**src/pkg/dioc_params.svh**
```systemverilog
`ifndef DIOC_PARAMS_SVH
`define DIOC_PARAMS_SVH

// Word-aligned byte offsets on the register bus.
`define DIOC_OFS_OUT_A 8'h00
`define DIOC_OFS_OUT_B 8'h04
`define DIOC_OFS_DIR 8'h08
`define DIOC_OFS_PIN_IN 8'h0C
`define DIOC_OFS_CNT_CFG 8'h10
`define DIOC_OFS_CNT_FUNC 8'h14
`define DIOC_OFS_COUNT 8'h18

// Line layout: port A on lines 0..15, port B on lines 16..31.
`define DIOC_LINES 32
`define DIOC_GROUP 8
`define DIOC_GROUPS 4

// Direction register reset value, one bit per group, 1 = output.
`define DIOC_DIR_RESET 4'hC

// Counter configuration fields.
`define DIOC_CFG_SEL_A_LSB 0
`define DIOC_CFG_SEL_B_LSB 8
`define DIOC_CFG_SEL_R_LSB 16
`define DIOC_CFG_SEL_W 5
`define DIOC_CFG_MODE_BIT 24
`define DIOC_CFG_RST_EN_BIT 25
`define DIOC_CFG_MASK 32'h031F_1F1F

`define DIOC_COUNT_RESET 32'h0000_0000

// Highest documented pulse rates in kHz, set against the 10 MHz clock.
`define DIOC_CLK_KHZ 10000
`define DIOC_COUNT_MAX_KHZ 16000
`define DIOC_ENC_MAX_KHZ 4000

`endif

```
**src/pkg/dioc_pkg.sv**
```systemverilog
`default_nettype none
package dioc_pkg;
    typedef enum logic {
        DIOC_MODE_COUNT,
        DIOC_MODE_ENCODER
    } dioc_mode_e;

    typedef logic [4:0] dioc_line_t;
endpackage
`default_nettype wire

```
**src/pkg/dioc_phase_if.sv**
```systemverilog
`timescale 1ns/1ps
`default_nettype none
interface dioc_phase_if;
    logic cur;
    logic prev;
    modport src (output cur, output prev);
    modport dst (input cur, input prev);
endinterface
`default_nettype wire

```
**src/logic/dioc_sync.sv**
```systemverilog
`timescale 1ns/1ps
`default_nettype none
module dioc_sync (
    input wire logic clk_i,
    input wire logic rst_i,
    input wire logic raw_i,
    dioc_phase_if.src ph
);
    logic meta_q;
    logic sync_q;
    logic prev_q;

    // The first stage feeds only the second, so a metastable sample never reaches logic.
    always_ff @(posedge clk_i) begin
        if (rst_i) begin
            meta_q <= 1'b0;
            sync_q <= 1'b0;
            prev_q <= 1'b0;
        end else begin
            meta_q <= raw_i;
            sync_q <= meta_q;
            prev_q <= sync_q;
        end
    end

    assign ph.cur = sync_q;
    assign ph.prev = prev_q;
endmodule
`default_nettype wire

```
**src/logic/dioc_top.sv**
```systemverilog
// Our own choices: the placing of the registers and the Wishbone interface to the registers.
`timescale 1ns/1ps
`default_nettype none
`include "dioc_params.svh"

// Function
// - Two ports of 16 two-way lines each, with direction chosen by software per group of eight.
// - After reset every line of port A is an input and every line of port B an output.
// - In count mode a 32-bit counter adds one for each rising edge sampled on the selected phase A line.
// - Counting past all ones returns the counter to zero and counting goes on upward.
// - When the external reset line is assigned, holding it high keeps the counter at zero.
// - In encoder mode phase B is decoded against phase A to count up or down.
// - Phase A, phase B and reset are each mapped by software onto any of the 32 lines.
module dioc_top (
    input wire logic clk_i,
    input wire logic rst_i,
    input wire logic wb_cyc_i,
    input wire logic wb_stb_i,
    input wire logic wb_we_i,
    input wire logic [7:0] wb_adr_i,
    input wire logic [3:0] wb_sel_i,
    input wire logic [31:0] wb_dat_i,
    output logic [31:0] wb_dat_o,
    output logic wb_ack_o,
    input wire logic [31:0] io_in_i,
    output logic [31:0] io_out_o,
    output logic [31:0] io_oe_o
);
    logic [31:0] out_q;
    logic [31:0] oe_q;
    logic [31:0] cfg_q;
    logic [31:0] func_q;
    logic [31:0] count_q;
    logic [31:0] count_d;
    logic ack_q;
    logic [31:0] rdat_q;
    logic [31:0] rdat_d;
    logic wr_en;
    logic [31:0] wmask;
    logic [3:0] dir_bits;
    dioc_pkg::dioc_line_t sel_a;
    dioc_pkg::dioc_line_t sel_b;
    dioc_pkg::dioc_line_t sel_r;
    dioc_pkg::dioc_mode_e mode;
    logic raw_a;
    logic raw_b;
    logic raw_r;
    logic hit_out_a;
    logic hit_out_b;
    logic hit_dir;
    logic hit_cfg;
    logic hit_func;
    logic a_rise;
    logic a_step;
    logic b_step;
    logic enc_up;

    // Reset direction per group, 1 = output, so port B drives from the start.
    localparam logic [3:0] dir_rst_c = `DIOC_DIR_RESET;

    dioc_phase_if ph_a ();
    dioc_phase_if ph_b ();
    dioc_phase_if ph_r ();

    assign wr_en = wb_cyc_i && wb_stb_i && wb_we_i && !ack_q;
    assign wmask = {{8{wb_sel_i[3]}}, {8{wb_sel_i[2]}}, {8{wb_sel_i[1]}}, {8{wb_sel_i[0]}}};
    assign hit_out_a = wr_en && wb_adr_i == `DIOC_OFS_OUT_A;
    assign hit_out_b = wr_en && wb_adr_i == `DIOC_OFS_OUT_B;
    assign hit_dir = wr_en && wb_adr_i == `DIOC_OFS_DIR && wb_sel_i[0];
    assign hit_cfg = wr_en && wb_adr_i == `DIOC_OFS_CNT_CFG;
    assign hit_func = wr_en && wb_adr_i == `DIOC_OFS_CNT_FUNC;

    // Bus slave: every access, mapped or not, is answered one cycle after it is presented.
    always_ff @(posedge clk_i) begin
        if (rst_i) begin
            ack_q <= 1'b0;
        end else begin
            ack_q <= wb_cyc_i && wb_stb_i && !ack_q;
        end
    end

    // Read data is registered so that it stands together with the one-cycle acknowledge.
    always_ff @(posedge clk_i) begin
        if (rst_i) begin
            rdat_q <= 32'h0000_0000;
        end else begin
            rdat_q <= rdat_d;
        end
    end

    always_ff @(posedge clk_i) begin
        if (rst_i) begin
            out_q <= 32'h0000_0000;
        end else if (hit_out_a) begin
            out_q[15:0] <= (out_q[15:0] & ~wmask[15:0]) | (wb_dat_i[15:0] & wmask[15:0]);
        end else if (hit_out_b) begin
            out_q[31:16] <= (out_q[31:16] & ~wmask[15:0]) | (wb_dat_i[15:0] & wmask[15:0]);
        end
    end

    // Each enable byte copies one direction bit, so a single line can never differ from its group.
    always_ff @(posedge clk_i) begin
        if (rst_i) begin
            for (int g = 0; g < `DIOC_GROUPS; g++) begin
                oe_q[g*`DIOC_GROUP +: `DIOC_GROUP] <= {`DIOC_GROUP{dir_rst_c[g]}};
            end
        end else if (hit_dir) begin
            for (int g = 0; g < `DIOC_GROUPS; g++) begin
                oe_q[g*`DIOC_GROUP +: `DIOC_GROUP] <= {`DIOC_GROUP{wb_dat_i[g]}};
            end
        end
    end

    assign dir_bits = {oe_q[24], oe_q[16], oe_q[8], oe_q[0]};

    always_ff @(posedge clk_i) begin
        if (rst_i) begin
            cfg_q <= 32'h0000_0000;
        end else if (hit_cfg) begin
            cfg_q <= ((cfg_q & ~wmask) | (wb_dat_i & wmask)) & (`DIOC_CFG_MASK);
        end
    end

    always_ff @(posedge clk_i) begin
        if (rst_i) begin
            func_q <= 32'h0000_0000;
        end else if (hit_func) begin
            func_q <= (func_q & ~wmask) | (wb_dat_i & wmask);
        end
    end

    always_comb begin
        case (wb_adr_i)
            `DIOC_OFS_OUT_A: rdat_d = {16'h0000, out_q[15:0]};
            `DIOC_OFS_OUT_B: rdat_d = {16'h0000, out_q[31:16]};
            `DIOC_OFS_DIR: rdat_d = {28'h000_0000, dir_bits};
            `DIOC_OFS_PIN_IN: rdat_d = io_in_i;
            `DIOC_OFS_CNT_CFG: rdat_d = cfg_q;
            `DIOC_OFS_CNT_FUNC: rdat_d = func_q;
            `DIOC_OFS_COUNT: rdat_d = count_q;
            default: rdat_d = 32'h0000_0000;
        endcase
    end

    assign sel_a = cfg_q[`DIOC_CFG_SEL_A_LSB +: `DIOC_CFG_SEL_W];
    assign sel_b = cfg_q[`DIOC_CFG_SEL_B_LSB +: `DIOC_CFG_SEL_W];
    assign sel_r = cfg_q[`DIOC_CFG_SEL_R_LSB +: `DIOC_CFG_SEL_W];
    assign mode = dioc_pkg::dioc_mode_e'(cfg_q[`DIOC_CFG_MODE_BIT]);

    // A line not marked for counter operation reads as low to the counter.
    assign raw_a = io_in_i[sel_a] & func_q[sel_a];
    assign raw_b = io_in_i[sel_b] & func_q[sel_b];
    assign raw_r = io_in_i[sel_r] & func_q[sel_r] & cfg_q[`DIOC_CFG_RST_EN_BIT];

    dioc_sync u_sync_a (.clk_i(clk_i), .rst_i(rst_i), .raw_i(raw_a), .ph(ph_a));
    dioc_sync u_sync_b (.clk_i(clk_i), .rst_i(rst_i), .raw_i(raw_b), .ph(ph_b));
    dioc_sync u_sync_r (.clk_i(clk_i), .rst_i(rst_i), .raw_i(raw_r), .ph(ph_r));

    assign a_rise = ph_a.cur && !ph_a.prev;
    assign a_step = ph_a.cur ^ ph_a.prev;
    assign b_step = ph_b.cur ^ ph_b.prev;
    assign enc_up = ph_a.cur ^ ph_b.prev;

    // Sampling at the system clock limits the real rate to well under half of it;
    // faster pulses are undercounted, which is the price of a single clock domain.
    always_comb begin
        count_d = count_q;
        case (mode)
            dioc_pkg::DIOC_MODE_COUNT: begin
                if (a_rise) begin
                    count_d = count_q + 32'h0000_0001;
                end
            end
            dioc_pkg::DIOC_MODE_ENCODER: begin
                // Four counts per cycle; a step where both phases move at once is ignored.
                if (a_step != b_step) begin
                    if (enc_up) begin
                        count_d = count_q + 32'h0000_0001;
                    end else begin
                        count_d = count_q - 32'h0000_0001;
                    end
                end
            end
            default: count_d = count_q;
        endcase
    end

    always_ff @(posedge clk_i) begin
        if (rst_i) begin
            count_q <= `DIOC_COUNT_RESET;
        end else if (ph_r.cur) begin
            count_q <= `DIOC_COUNT_RESET;
        end else begin
            count_q <= count_d;
        end
    end

    // The port never drives a line whose group is an input, which protects counter sources.
    always_ff @(posedge clk_i) begin
        if (rst_i) begin
            io_out_o <= 32'h0000_0000;
        end else begin
            io_out_o <= out_q;
        end
    end

    always_ff @(posedge clk_i) begin
        if (rst_i) begin
            io_oe_o <= 32'h0000_0000;
        end else begin
            io_oe_o <= oe_q;
        end
    end

    assign wb_ack_o = ack_q;
    assign wb_dat_o = rdat_q;
endmodule
`default_nettype wire

```
**config.mk**
```make
export PLATFORM = sky130hd
export DESIGN_NAME = dioc_top
export DESIGN_NICKNAME = d
export VERILOG_FILES = /design/src/pkg/dioc_pkg.sv /design/src/pkg/dioc_phase_if.sv /design/src/logic/dioc_sync.sv /design/src/logic/dioc_top.sv
export VERILOG_INCLUDE_DIRS = /design/src /design/src/pkg
export SDC_FILE = /design/constraint.sdc
export NUM_CORES = 1
export LEC_CHECK = 0
export ABC_AREA = 1
export BUFFER_PORTS_ARGS = -buffer_cell sky130_fd_sc_hd__buf_4
export CAP_MARGIN = 20
export CORE_UTILIZATION = 55
export DETAILED_ROUTE_END_ITERATION = 8
export GPL_ROUTABILITY_DRIVEN = 0
export GPL_TIMING_DRIVEN = 0
export PLACE_DENSITY_LB_ADDON = 0.2
export SLEW_MARGIN = 20
export SYNTH_ARGS = -nofsm -noshare
export SYNTH_HDL_FRONTEND = slang
export SYNTH_SLANG_ARGS = --single-unit
```
**constraint.sdc**
```tcl
create_clock -name clk_i -period 2.1 [get_ports clk_i]
set_input_delay 0.315 -clock clk_i [delete_from_list [all_inputs] [get_ports clk_i]]
set_output_delay 0.315 -clock clk_i [all_outputs]
set_load 0.02 [all_outputs]
```
==> results of run 1 <==
worst paths after layout:
check | to | slack, ns | cells past startpoint
max | count_q[7] | 0.09 | 4
min | flop | 0.12 | 3
max reg2reg | count_q[7] | 0.09 | 4
min reg2reg | u_sync_a.ph.cur | 0.40 | 2
area by class of cell:
type                    instances  area (um^2)
repair buffers                176         1320
multi-input cells            1112         5610
fillers                      1661         5890
plain buffers                  95          599
well taps                     260          325
clock buffers                  17          425
clock inverters                15          218
flip-flops and latches        194         3880
inverters                     165          619
power breakdown:
| part | switching, mW | leakage (nW) | internal (mW) | total (mW) |
|---|---|---|---|---|
| logic | 0.241 | 3.64 | 0.159 | 0.399 |
| clock network | 1.74 | 0.312 | 1.77 | 3.50 |
| registers | 0.00510 | 1.56 | 3.68 | 3.68 |
| total | 1.98 | 5.51 | 5.61 | 7.59 |
stage by stage:
stage	setup TNS [ns]	power [mW]	std cells	cell area (um^2)	setup WS, ns
6_report	0	7.59	2034	13000	0.0882
5_1_grt	0	7.78	2034	13000	0.0153
4_1_cts	0	7.59	2034	13000	0.133
3_5_place_dp	-2.87	4.16	2002	12400	-0.215
3_3_place_gp	-1.52	4.16	2002	12400	-0.146
2_1_floorplan	0	3.92	1566	10700	0.545
synthesized netlist by cell type (2+ instances only):
| cell type | n |
|---|---|
| nand3_1 | 128 |
| o22ai_1 | 15 |
| a221oi_1 | 6 |
| dfxtp_1 | 194 |
| a211oi_1 | 39 |
| a21oi_1 | 61 |
| a211oi_2 | 10 |
| nor2_1 | 250 |
| nor3_2 | 2 |
| clkbuf_8 | 2 |
| clkinv_1 | 5 |
| a21oi_2 | 5 |
| nor2_2 | 21 |
| xnor2_2 | 2 |
| o21ai_0 | 92 |
| inv_2 | 8 |
| nor2_8 | 2 |
| buf_2 | 19 |
| nor2_4 | 7 |
| nor3_1 | 10 |
| nand3_2 | 6 |
| ha_1 | 3 |
| nor3_4 | 6 |
| nand2_2 | 12 |
| a31oi_1 | 17 |
| inv_1 | 152 |
| nand2_1 | 329 |
| nand4_1 | 10 |
| clkbuf_1 | 28 |
| o211ai_1 | 43 |
| o21ai_1 | 11 |
| buf_6 | 8 |
| xor2_1 | 10 |
| buf_4 | 37 |
| nand2_4 | 3 |
per-layer routing:
metal,share of wire [%],global-route usage [%],wire length (um)
met2,45,58.7,16700
met4,5.8,21.0,2120
met5,0,0,0
met1,37,46.1,13700
met3,11,7.86,4230
cell families (layout without fill, tap and decap cells):
| logic type | after synthesis | count (layout) | share of synthesized area, % |
|---|---|---|---|
| simple gates | 791 | 791 | 32.8 |
| flops | 194 | 194 | 36.3 |
| xor+xnor | 13 | 13 | 1.27 |
| fa+ha+maj | 3 | 3 | 0.350 |
| buf+inv | 260 | 468 | 11.4 |
| compound gates | 305 | 305 | 18.0 |
worst max-delay path, cell delays in order, from the launching register on:
cell	delay (ns)
dfxtp_1	0.30
nor2_1	0.71
inv_1	0.32
clkbuf_1	0.37
a21oi_1	0.22
==> flow_metrics.py, run 1 <==
metrics = {
    "routing": {
        "drt_drc_violations_left": 0,
        "wl_per_cell_um": 18.1,
        "drt_wl_total_mm": 36.8,
        "drtIter0Drc": 1880,
        "drt-pass1-iter-count": 6,
        "antenna_left": 0,
        "vias_per_cell": 5.83,
        "num_vias": 11851,
    },
    "synthesis": {
        "synth_top_area_share_pct": 36.3,
        "syn_area_mm2": 0.0107,
        "synth_edf_count": 0,
        "yosys.area.top_type": "dfxtp_1",
        "synth_area_leaders": "dfxtp_1, nand2_1, nor2_1",
        "seq_area_frac_synth_pct": 36.3,
        "synthDistinctLibCells": 48,
        "async_reset_ff_share_pct": 0,
        "yosysWarnings": 0,
        "synthesis.nets": 1650,
        "synthFlopType": "dfxtp_1",
        "syn_inst": 1566,
        "syn_avg_cell_area_um2": 6.84,
        "ys_ff_latch": 194,
    },
    "clock_tree": {
        "clk_pin_slew_worst_paths_ns": 0.09,
        "cts_tree": "yes",
        "cts_setup_buffers": 0,
        "cts.htree.levels": 4,
        "cts.sink_count": 194,
        "clk_path_buf_depth": 2,
        "root_buffer": "clkbuf_16",
        "cts_resized": 0,
        "cts_hold_buf": 0,
        "worstSkewPairLatency_ns": 0.45,
        "cts_buffers": 17,
    },
    "finish": {
        "final_cell_mix": "nand2_1, nor2_1, buf_4",
        "final_common_cell": "nand2_1",
        "utilization_pct": 68.8,
        "diodes": 0,
        "fin_nets": 1845,
        "drive_above_1_share_pct": 20.5,
        "synthToLayoutAreaGrowth_pct": 21.4,
    },
    "floorplanning": {
        "dieArea_mm2": 0.0200,
        "placementRows": 50,
        "num_io_pins": 178,
        "initial_core_util_pct": 56.7,
        "fp.dieH_um": 142,
        "core_area_mm2": 0.0189,
        "die_x_um": 142,
    },
    "critical_path": {
        "worstPathArrival_ns": 2.37,
        "critPathRequiredTime_ns": 2.46,
        "path_max_fanout": 10,
        "worstSetupStartpoint": "u_sync_r.ph.cur",
        "cp-end-kind": "flop",
        "r2r_start": "u_sync_r.ph.cur",
        "start_kind": "flop",
        "path_class": "flop to flop",
    },
    "timing": {
        "fin_worst_skew_ns": 0.0166,
        "slew_violations": 0,
        "rsz0062_at_grt": "no",
        "worst_pin_slew_ns": 0.931,
        "finalHoldWorstSlack_ns": 0.117,
        "final-setup-viol-count": 0,
        "min_period_ns": 2.01,
        "finalCritPeriodShare_pct": 95.8,
        "relSlewSlack_pct": 37.7,
        "hold_viol": 0,
        "max_freq_mhz": 497,
    },
    "pwr": {
        "power_density_mw_per_mm2": 584,
        "vdd_ir_drop_max_uv": 562,
        "p_leak_nw": 5.51,
    },
    "placement": {
        "dp_hpwl_mm": 27.8,
        "portBuffers": 176,
    },
    "global_route": {
        "grt_pass1_wl_mm": 56.6,
        "grt_usage_pct": 36.8,
        "grt_pass1_vias": 10793,
        "grt_overflow_total": 0,
        "grt_max_degree": 23,
        "antenna_found_initial": 0,
    },
    "min_path": {
        "min_from": "wb_dat_i[22]",
        "min_path_type": "input port to flop",
    },
    "run_status": {
        "outcome": "complete, no violations",
    },
    "run": {
        "drv_cap": 0,
    },
}
No activity file was read; power rests on OpenSTA's default activity.
==> run 2, diff against run 1 <==
--- a/config.mk
+++ b/config.mk
@@ -10,6 +10,7 @@
 export BUFFER_PORTS_ARGS = -buffer_cell sky130_fd_sc_hd__buf_4
 export CAP_MARGIN = 20
 export CORE_UTILIZATION = 55
+export CTS_BUF_LIST = sky130_fd_sc_hd__clkbuf_4 sky130_fd_sc_hd__clkbuf_8
 export DETAILED_ROUTE_END_ITERATION = 8
 export GPL_ROUTABILITY_DRIVEN = 0
 export GPL_TIMING_DRIVEN = 0
==> constraint.sdc (replaced) <==
create_clock -name clk_i -period 2.1 [get_ports clk_i]
set_input_delay 0.105 -clock clk_i [delete_from_list [all_inputs] [get_ports clk_i]]
set_output_delay 0.105 -clock clk_i [all_outputs]
set_load 0.02 [all_outputs]
==> flow_metrics.py, run 2 (synthesized netlist as in run 1, its figures left out) <==
metrics = {
    "floorplanning": {
        "initial_core_util_pct": 56.7,
        "placementRows": 50,
        "fp.dieH_um": 142,
        "core_area_mm2": 0.0189,
        "die_x_um": 142,
        "num_io_pins": 178,
        "dieArea_mm2": 0.0200,
    },
    "critical_path": {
        "crit_path_max_incr_delay_ns": 0.46,
        "cpLargestDelayFamily": "simple AND/OR/NAND/NOR gates",
        "critPathRequiredTime_ns": 2.48,
        "worstPathArrival_ns": 2.37,
        "worstSetupStartpoint": "wb_ack_o",
        "cp-end-kind": "flop",
        "crit_chain": "nor2_2 -> nand3_4 -> nor2_1 -> nand2_1 -> o21ai_0 -> a21oi_1",
        "r2r_start": "wb_ack_o",
        "crit_path_top_delay_cell": "nor2_1",
        "path_class": "flop to flop",
        "start_kind": "flop",
        "cp_num_buf_inv": 0,
        "path_max_fanout": 10,
    },
    "min_path": {
        "min_from": "io_in_i[1]",
        "min_path_type": "input port to flop",
    },
    "timing": {
        "min_period_ns": 1.99,
        "hold_viol": 0,
        "finalHoldWorstSlack_ns": 0.0161,
        "fin_setup_tns_ns": 0,
        "relSlewSlack_pct": 40.1,
        "max_freq_mhz": 503,
        "finalCritPeriodShare_pct": 94.7,
        "rsz0062_at_grt": "no",
        "final-setup-viol-count": 0,
        "slew_violations": 0,
        "worst_slack_ns": 0.112,
        "fin_worst_skew_ns": 0.0247,
        "worst_pin_slew_ns": 0.895,
    },
    "finish": {
        "finalInstanceArea_mm2": 0.0134,
        "utilization_pct": 70.9,
        "fin_nets": 1903,
        "drive_above_1_share_pct": 19.9,
        "synthToLayoutAreaGrowth_pct": 25.0,
        "diodes": 0,
        "final_cell_mix": "nand2_1, nor2_1, buf_4",
        "fin_cells": 2092,
        "final_common_cell": "nand2_1",
    },
    "routing": {
        "vias_per_cell": 5.83,
        "drtIter0Drc": 1767,
        "num_vias": 12205,
        "drt_wl_total_mm": 38.3,
        "antenna_left": 0,
        "drt_drc_violations_left": 0,
        "drt-pass1-iter-count": 7,
        "wl_per_cell_um": 18.3,
    },
    "global_route": {
        "grt_pass1_wl_mm": 58.9,
        "met1_usage_pct": 46.3,
        "use_met3_pct": 9.58,
        "grt_max_degree": 23,
        "grt_usage_pct": 38.3,
        "busiest_layer": "met2",
        "grt_pass1_vias": 11188,
        "met2_usage_pct": 61.1,
        "grt_overflow_total": 0,
        "antenna_found_initial": 1,
    },
    "placement": {
        "dp_hpwl_mm": 27.8,
        "dp_cells": 2002,
        "portBuffers": 176,
        "pre_cts_ws_ns": -0.00485,
        "post_dp_cell_area_mm2": 0.0124,
    },
    "clock_tree": {
        "clk_path_buf_depth": 2,
        "cts_tree": "yes",
        "cts_buffers": 17,
        "cts.sink_count": 194,
        "root_buffer": "clkbuf_8",
        "cts.htree.levels": 4,
        "clk_pin_slew_worst_paths_ns": 0.12,
        "worstSkewPairLatency_ns": 0.50,
        "cts_resized": 0,
    },
    "pwr": {
        "netSwitchingPower_mw": 1.94,
        "clkPwrFrac_pct": 39.6,
        "power.total_mw": 6.92,
        "power.internal_mw": 4.98,
        "vdd_ir_drop_max_uv": 432,
        "pwr-share-seq_pct": 53.3,
        "p_leak_nw": 5.67,
        "power_density_mw_per_mm2": 517,
        "swShare_pct": 28.1,
        "pwr-share-comb_pct": 7.1,
    },
    "run_status": {
        "outcome": "complete, no violations",
    },
    "run": {
        "drv_cap": 0,
    },
}
run 2: cell types whose count changed in the layout (fill, tap and decap cells not counted), sizes merged:
cell | before | now
dlygate4sd3 | 0 | 58
run 2: what timing repair did:
action                    CTS  global route
hold buffers               58             0
buffers inserted            0             0
hold endpoints to repair  101             0
run 2: power groups by stage:
stage / Sequential (mW) / Combinational, mW / Clock (mW)
floorplan: 3.77 / 0.147 / 0
global placement: 3.77 / 0.386 / 0
detailed placement: 3.77 / 0.389 / 0
CTS: 3.69 / 0.476 / 2.73
global route: 3.69 / 0.516 / 2.90
finish: 3.69 / 0.494 / 2.74
run 2: area by class of cell:
| class | count | area [um^2] |
|---|---|---|
| timing repair buffer | 234 | 1900 |
| fill | 1608 | 5500 |
| clock buffer | 17 | 234 |
| sequential | 194 | 3880 |
| inverter | 165 | 619 |
| tap | 260 | 325 |
| clock inverter | 15 | 218 |
| multi-input combinational | 1112 | 5610 |
| buffer | 95 | 599 |
run 2: metal layers:
| layer | share of wire, % | wire [um] | vias up |
|---|---|---|---|
| met5 | 0 | 0 | - |
| met1 | 37 | 14000 | 5492 |
| met3 | 12 | 4500 | 222 |
| met4 | 6.4 | 2470 | 0 |
| li1 | - | - | 5634 |
| met2 | 45 | 17300 | 857 |
run 2: worst paths after layout:
| path | slack (ns) | depth (start not counted) | end |
|---|---|---|---|
| min | 0.02 | 3 | wb_dat_o[1] |
| min reg2reg | 0.40 | 2 | u_sync_a.ph.cur |
| max reg2reg | 0.11 | 6 | flop |
| max | 0.11 | 6 | flop |
run 2: worst reg2reg max path: stages (launching register included):
cell and delay, ns:
dfxtp_1 0.34, nor2_2 0.17, nand3_4 0.25, nor2_1 0.47, nand2_1 0.32, o21ai_0 0.26, a21oi_1 0.06
==> run 3, diff against run 2 <==
--- a/config.mk
+++ b/config.mk
@@ -9,7 +9,9 @@
 export ABC_AREA = 1
 export BUFFER_PORTS_ARGS = -buffer_cell sky130_fd_sc_hd__buf_4
 export CAP_MARGIN = 20
-export CORE_UTILIZATION = 55
+export CELL_PAD_IN_SITES_DETAIL_PLACEMENT = 0
+export CELL_PAD_IN_SITES_GLOBAL_PLACEMENT = 1
+export CORE_UTILIZATION = 42
 export CTS_BUF_LIST = sky130_fd_sc_hd__clkbuf_4 sky130_fd_sc_hd__clkbuf_8
 export DETAILED_ROUTE_END_ITERATION = 8
 export GPL_ROUTABILITY_DRIVEN = 0
==> flow_metrics.py, run 3 (synthesized netlist as in run 1, its figures left out) <==
metrics = {
    "clock_tree": {
        "root_buffer": "clkbuf_8",
        "cts.sink_count": 194,
        "cts_buffers": 17,
        "cts_tree": "yes",
        "clk_pin_slew_worst_paths_ns": 0.13,
        "cts.htree.levels": 4,
        "clk_path_buf_depth": 2,
        "cts_setup_buffers": 0,
        "worstSkewPairLatency_ns": 0.51,
    },
    "critical_path": {
        "cp_num_buf_inv": 2,
        "r2r_setup_slack_ns": 0.15,
        "crit_chain": "buf_2 -> clkinv_1 -> o211ai_1 -> nand2_1 -> nand2_1 -> nand3_1 -> o21ai_0 -> o21ai_0 -> nor2_1",
        "crit_path_top_delay_cell": "clkinv_1",
        "path_class": "flop to flop",
        "crit_path_max_incr_delay_ns": 0.42,
        "worst_r2r_path_depth": 9,
        "start_kind": "flop",
        "path_max_fanout": 10,
        "cpLargestDelayFamily": "buffers and inverters",
        "reg2reg_to": "u_sync_r.meta_q",
        "critPathRequiredTime_ns": 2.52,
        "worstPathArrival_ns": 2.37,
        "cp-end-kind": "flop",
    },
    "pwr": {
        "pwr-share-comb_pct": 7.0,
        "swShare_pct": 28.8,
        "vdd_ir_drop_max_uv": 311,
        "pwr-share-seq_pct": 52.9,
        "power.internal_mw": 4.97,
        "netSwitchingPower_mw": 2.01,
        "power_density_mw_per_mm2": 518,
        "p_leak_nw": 5.66,
        "clkPwrFrac_pct": 40.1,
    },
    "global_route": {
        "met1_usage_pct": 39.8,
        "met2_usage_pct": 52.7,
        "antenna_found_initial": 1,
        "grt_pass1_wl_mm": 61.5,
        "grt_overflow_total": 0,
        "grt_pass1_vias": 10884,
        "busiest_layer": "met2",
        "use_met3_pct": 5.08,
        "grt_max_degree": 23,
        "grt_usage_pct": 31.1,
    },
    "placement": {
        "dp_hpwl_mm": 30.5,
        "portBuffers": 176,
    },
    "finish": {
        "diodes": 0,
        "n_fill_cell": 2570,
        "final_cell_mix": "nand2_1, nor2_1, buf_4",
        "seq_area_mm2": 0.00388,
        "synthToLayoutAreaGrowth_pct": 25.8,
        "multi_input_area_mm2": 0.00562,
        "fin_nets": 1901,
        "final_common_cell": "nand2_1",
        "drive_above_1_share_pct": 20.0,
    },
    "routing": {
        "drtIter0Drc": 960,
        "drt-pass1-iter-count": 6,
        "antenna_left": 0,
        "wl_per_cell_um": 18.8,
        "drt_wl_total_mm": 40.6,
        "num_vias": 11578,
        "vias_per_cell": 5.36,
        "drt_drc_violations_left": 0,
    },
    "timing": {
        "fin_worst_skew_ns": 0.0239,
        "relSlewSlack_pct": 45.8,
        "finalHoldWorstSlack_ns": 0.0192,
        "min_period_ns": 1.95,
        "max_freq_mhz": 513,
        "fin_setup_tns_ns": 0,
        "final-setup-viol-count": 0,
        "finalCritPeriodShare_pct": 92.9,
        "worst_pin_slew_ns": 0.813,
        "hold_viol": 0,
        "rsz0062_at_grt": "no",
        "slew_violations": 0,
    },
    "min_path": {
        "min_to": "wb_dat_o[4]",
        "min_from": "io_in_i[4]",
        "min_path_type": "input port to flop",
        "min_path_cells": 5,
    },
    "run": {
        "drv_cap": 0,
    },
    "floorplanning": {
        "placementRows": 58,
        "initial_core_util_pct": 42.7,
        "num_io_pins": 178,
        "fp.dieH_um": 162,
        "core_area_mm2": 0.0251,
        "dieArea_mm2": 0.0261,
        "die_x_um": 162,
    },
    "run_status": {
        "outcome": "complete, no violations",
    },
}
run 3: cell types whose count changed in the layout (fill, tap and decap cells not counted), sizes merged:
cell	change
inv	-3
clkinv	+3
dlygate4sd3	-2
run 3: stage by stage:
step | power [mW] | instances | setup slack [ns] | util [%] | cell area, um^2
after floorplan | 3.92 | 1566 | 0.545 | - | 10700
after global placement | 4.17 | 2072 | -0.113 | 49.6 | 12400
after detailed placement | 4.17 | 2072 | -0.0804 | 49.6 | 12400
after CTS | 6.97 | 2160 | 0.0167 | 53.6 | 13500
after global routing | 7.15 | 2160 | 0.00390 | 53.7 | 13500
final | 6.98 | 2160 | 0.149 | 53.7 | 13500
run 3: layout make-up:
cell class | instances | area share (%)
clock buffers | 17 | 1.74
flip-flops and latches | 194 | 28.8
plain buffers | 95 | 4.45
well taps | 330 | 3.06
inverters | 165 | 4.60
multi-input cells | 1112 | 41.7
clock inverters | 15 | 1.67
repair buffers | 232 | 14.0
run 3: worst max path at each step:
stage	from	end	slack (ns)	cells past startpoint
2_1_floorplan	u_sync_a.ph.cur	count_q[22]	0.54	8
3_3_place_gp	rst_i	count_q[8]	-0.11	5
3_5_place_dp	rst_i	count_q[16]	-0.08	5
4_1_cts	u_sync_r.ph.cur	count_q[16]	0.02	4
5_1_grt	count_q[0]	count_q[30]	0.004	12
6_report	flop	u_sync_r.meta_q	0.15	9
run 3: timing repair:
action / CTS / global route
endpoints found under the setup margin: 0 / 15
hold buffers: 56 / 0
resized for setup: 0 / 2
endpoints found under the hold margin: 97 / 0
run 3: power by group through the flow:
| stage | Combinational (mW) | Clock (mW) | Sequential, mW |
|---|---|---|---|
| 4_1_cts | 0.481 | 2.80 | 3.69 |
| 2_1_floorplan | 0.147 | 0 | 3.77 |
| 5_1_grt | 0.515 | 2.94 | 3.69 |
| 3_3_place_gp | 0.398 | 0 | 3.77 |
| 3_5_place_dp | 0.398 | 0 | 3.77 |
| 6_report | 0.488 | 2.80 | 3.69 |
run 3: worst register-to-register path, delay by kind of cell (launching register included):
family	cells	cell delay (ns)
buf+inv	2	0.70
simple gates	4	0.40
flops	1	0.32
compound gates	3	0.45
run 3: layer usage:
layer | vias to the layer above | routed length (um)
li1 | 5627 | -
met1 | 5327 | 16800
met2 | 540 | 19400
met3 | 82 | 3120
met4 | 2 | 1230
met5 | - | 11
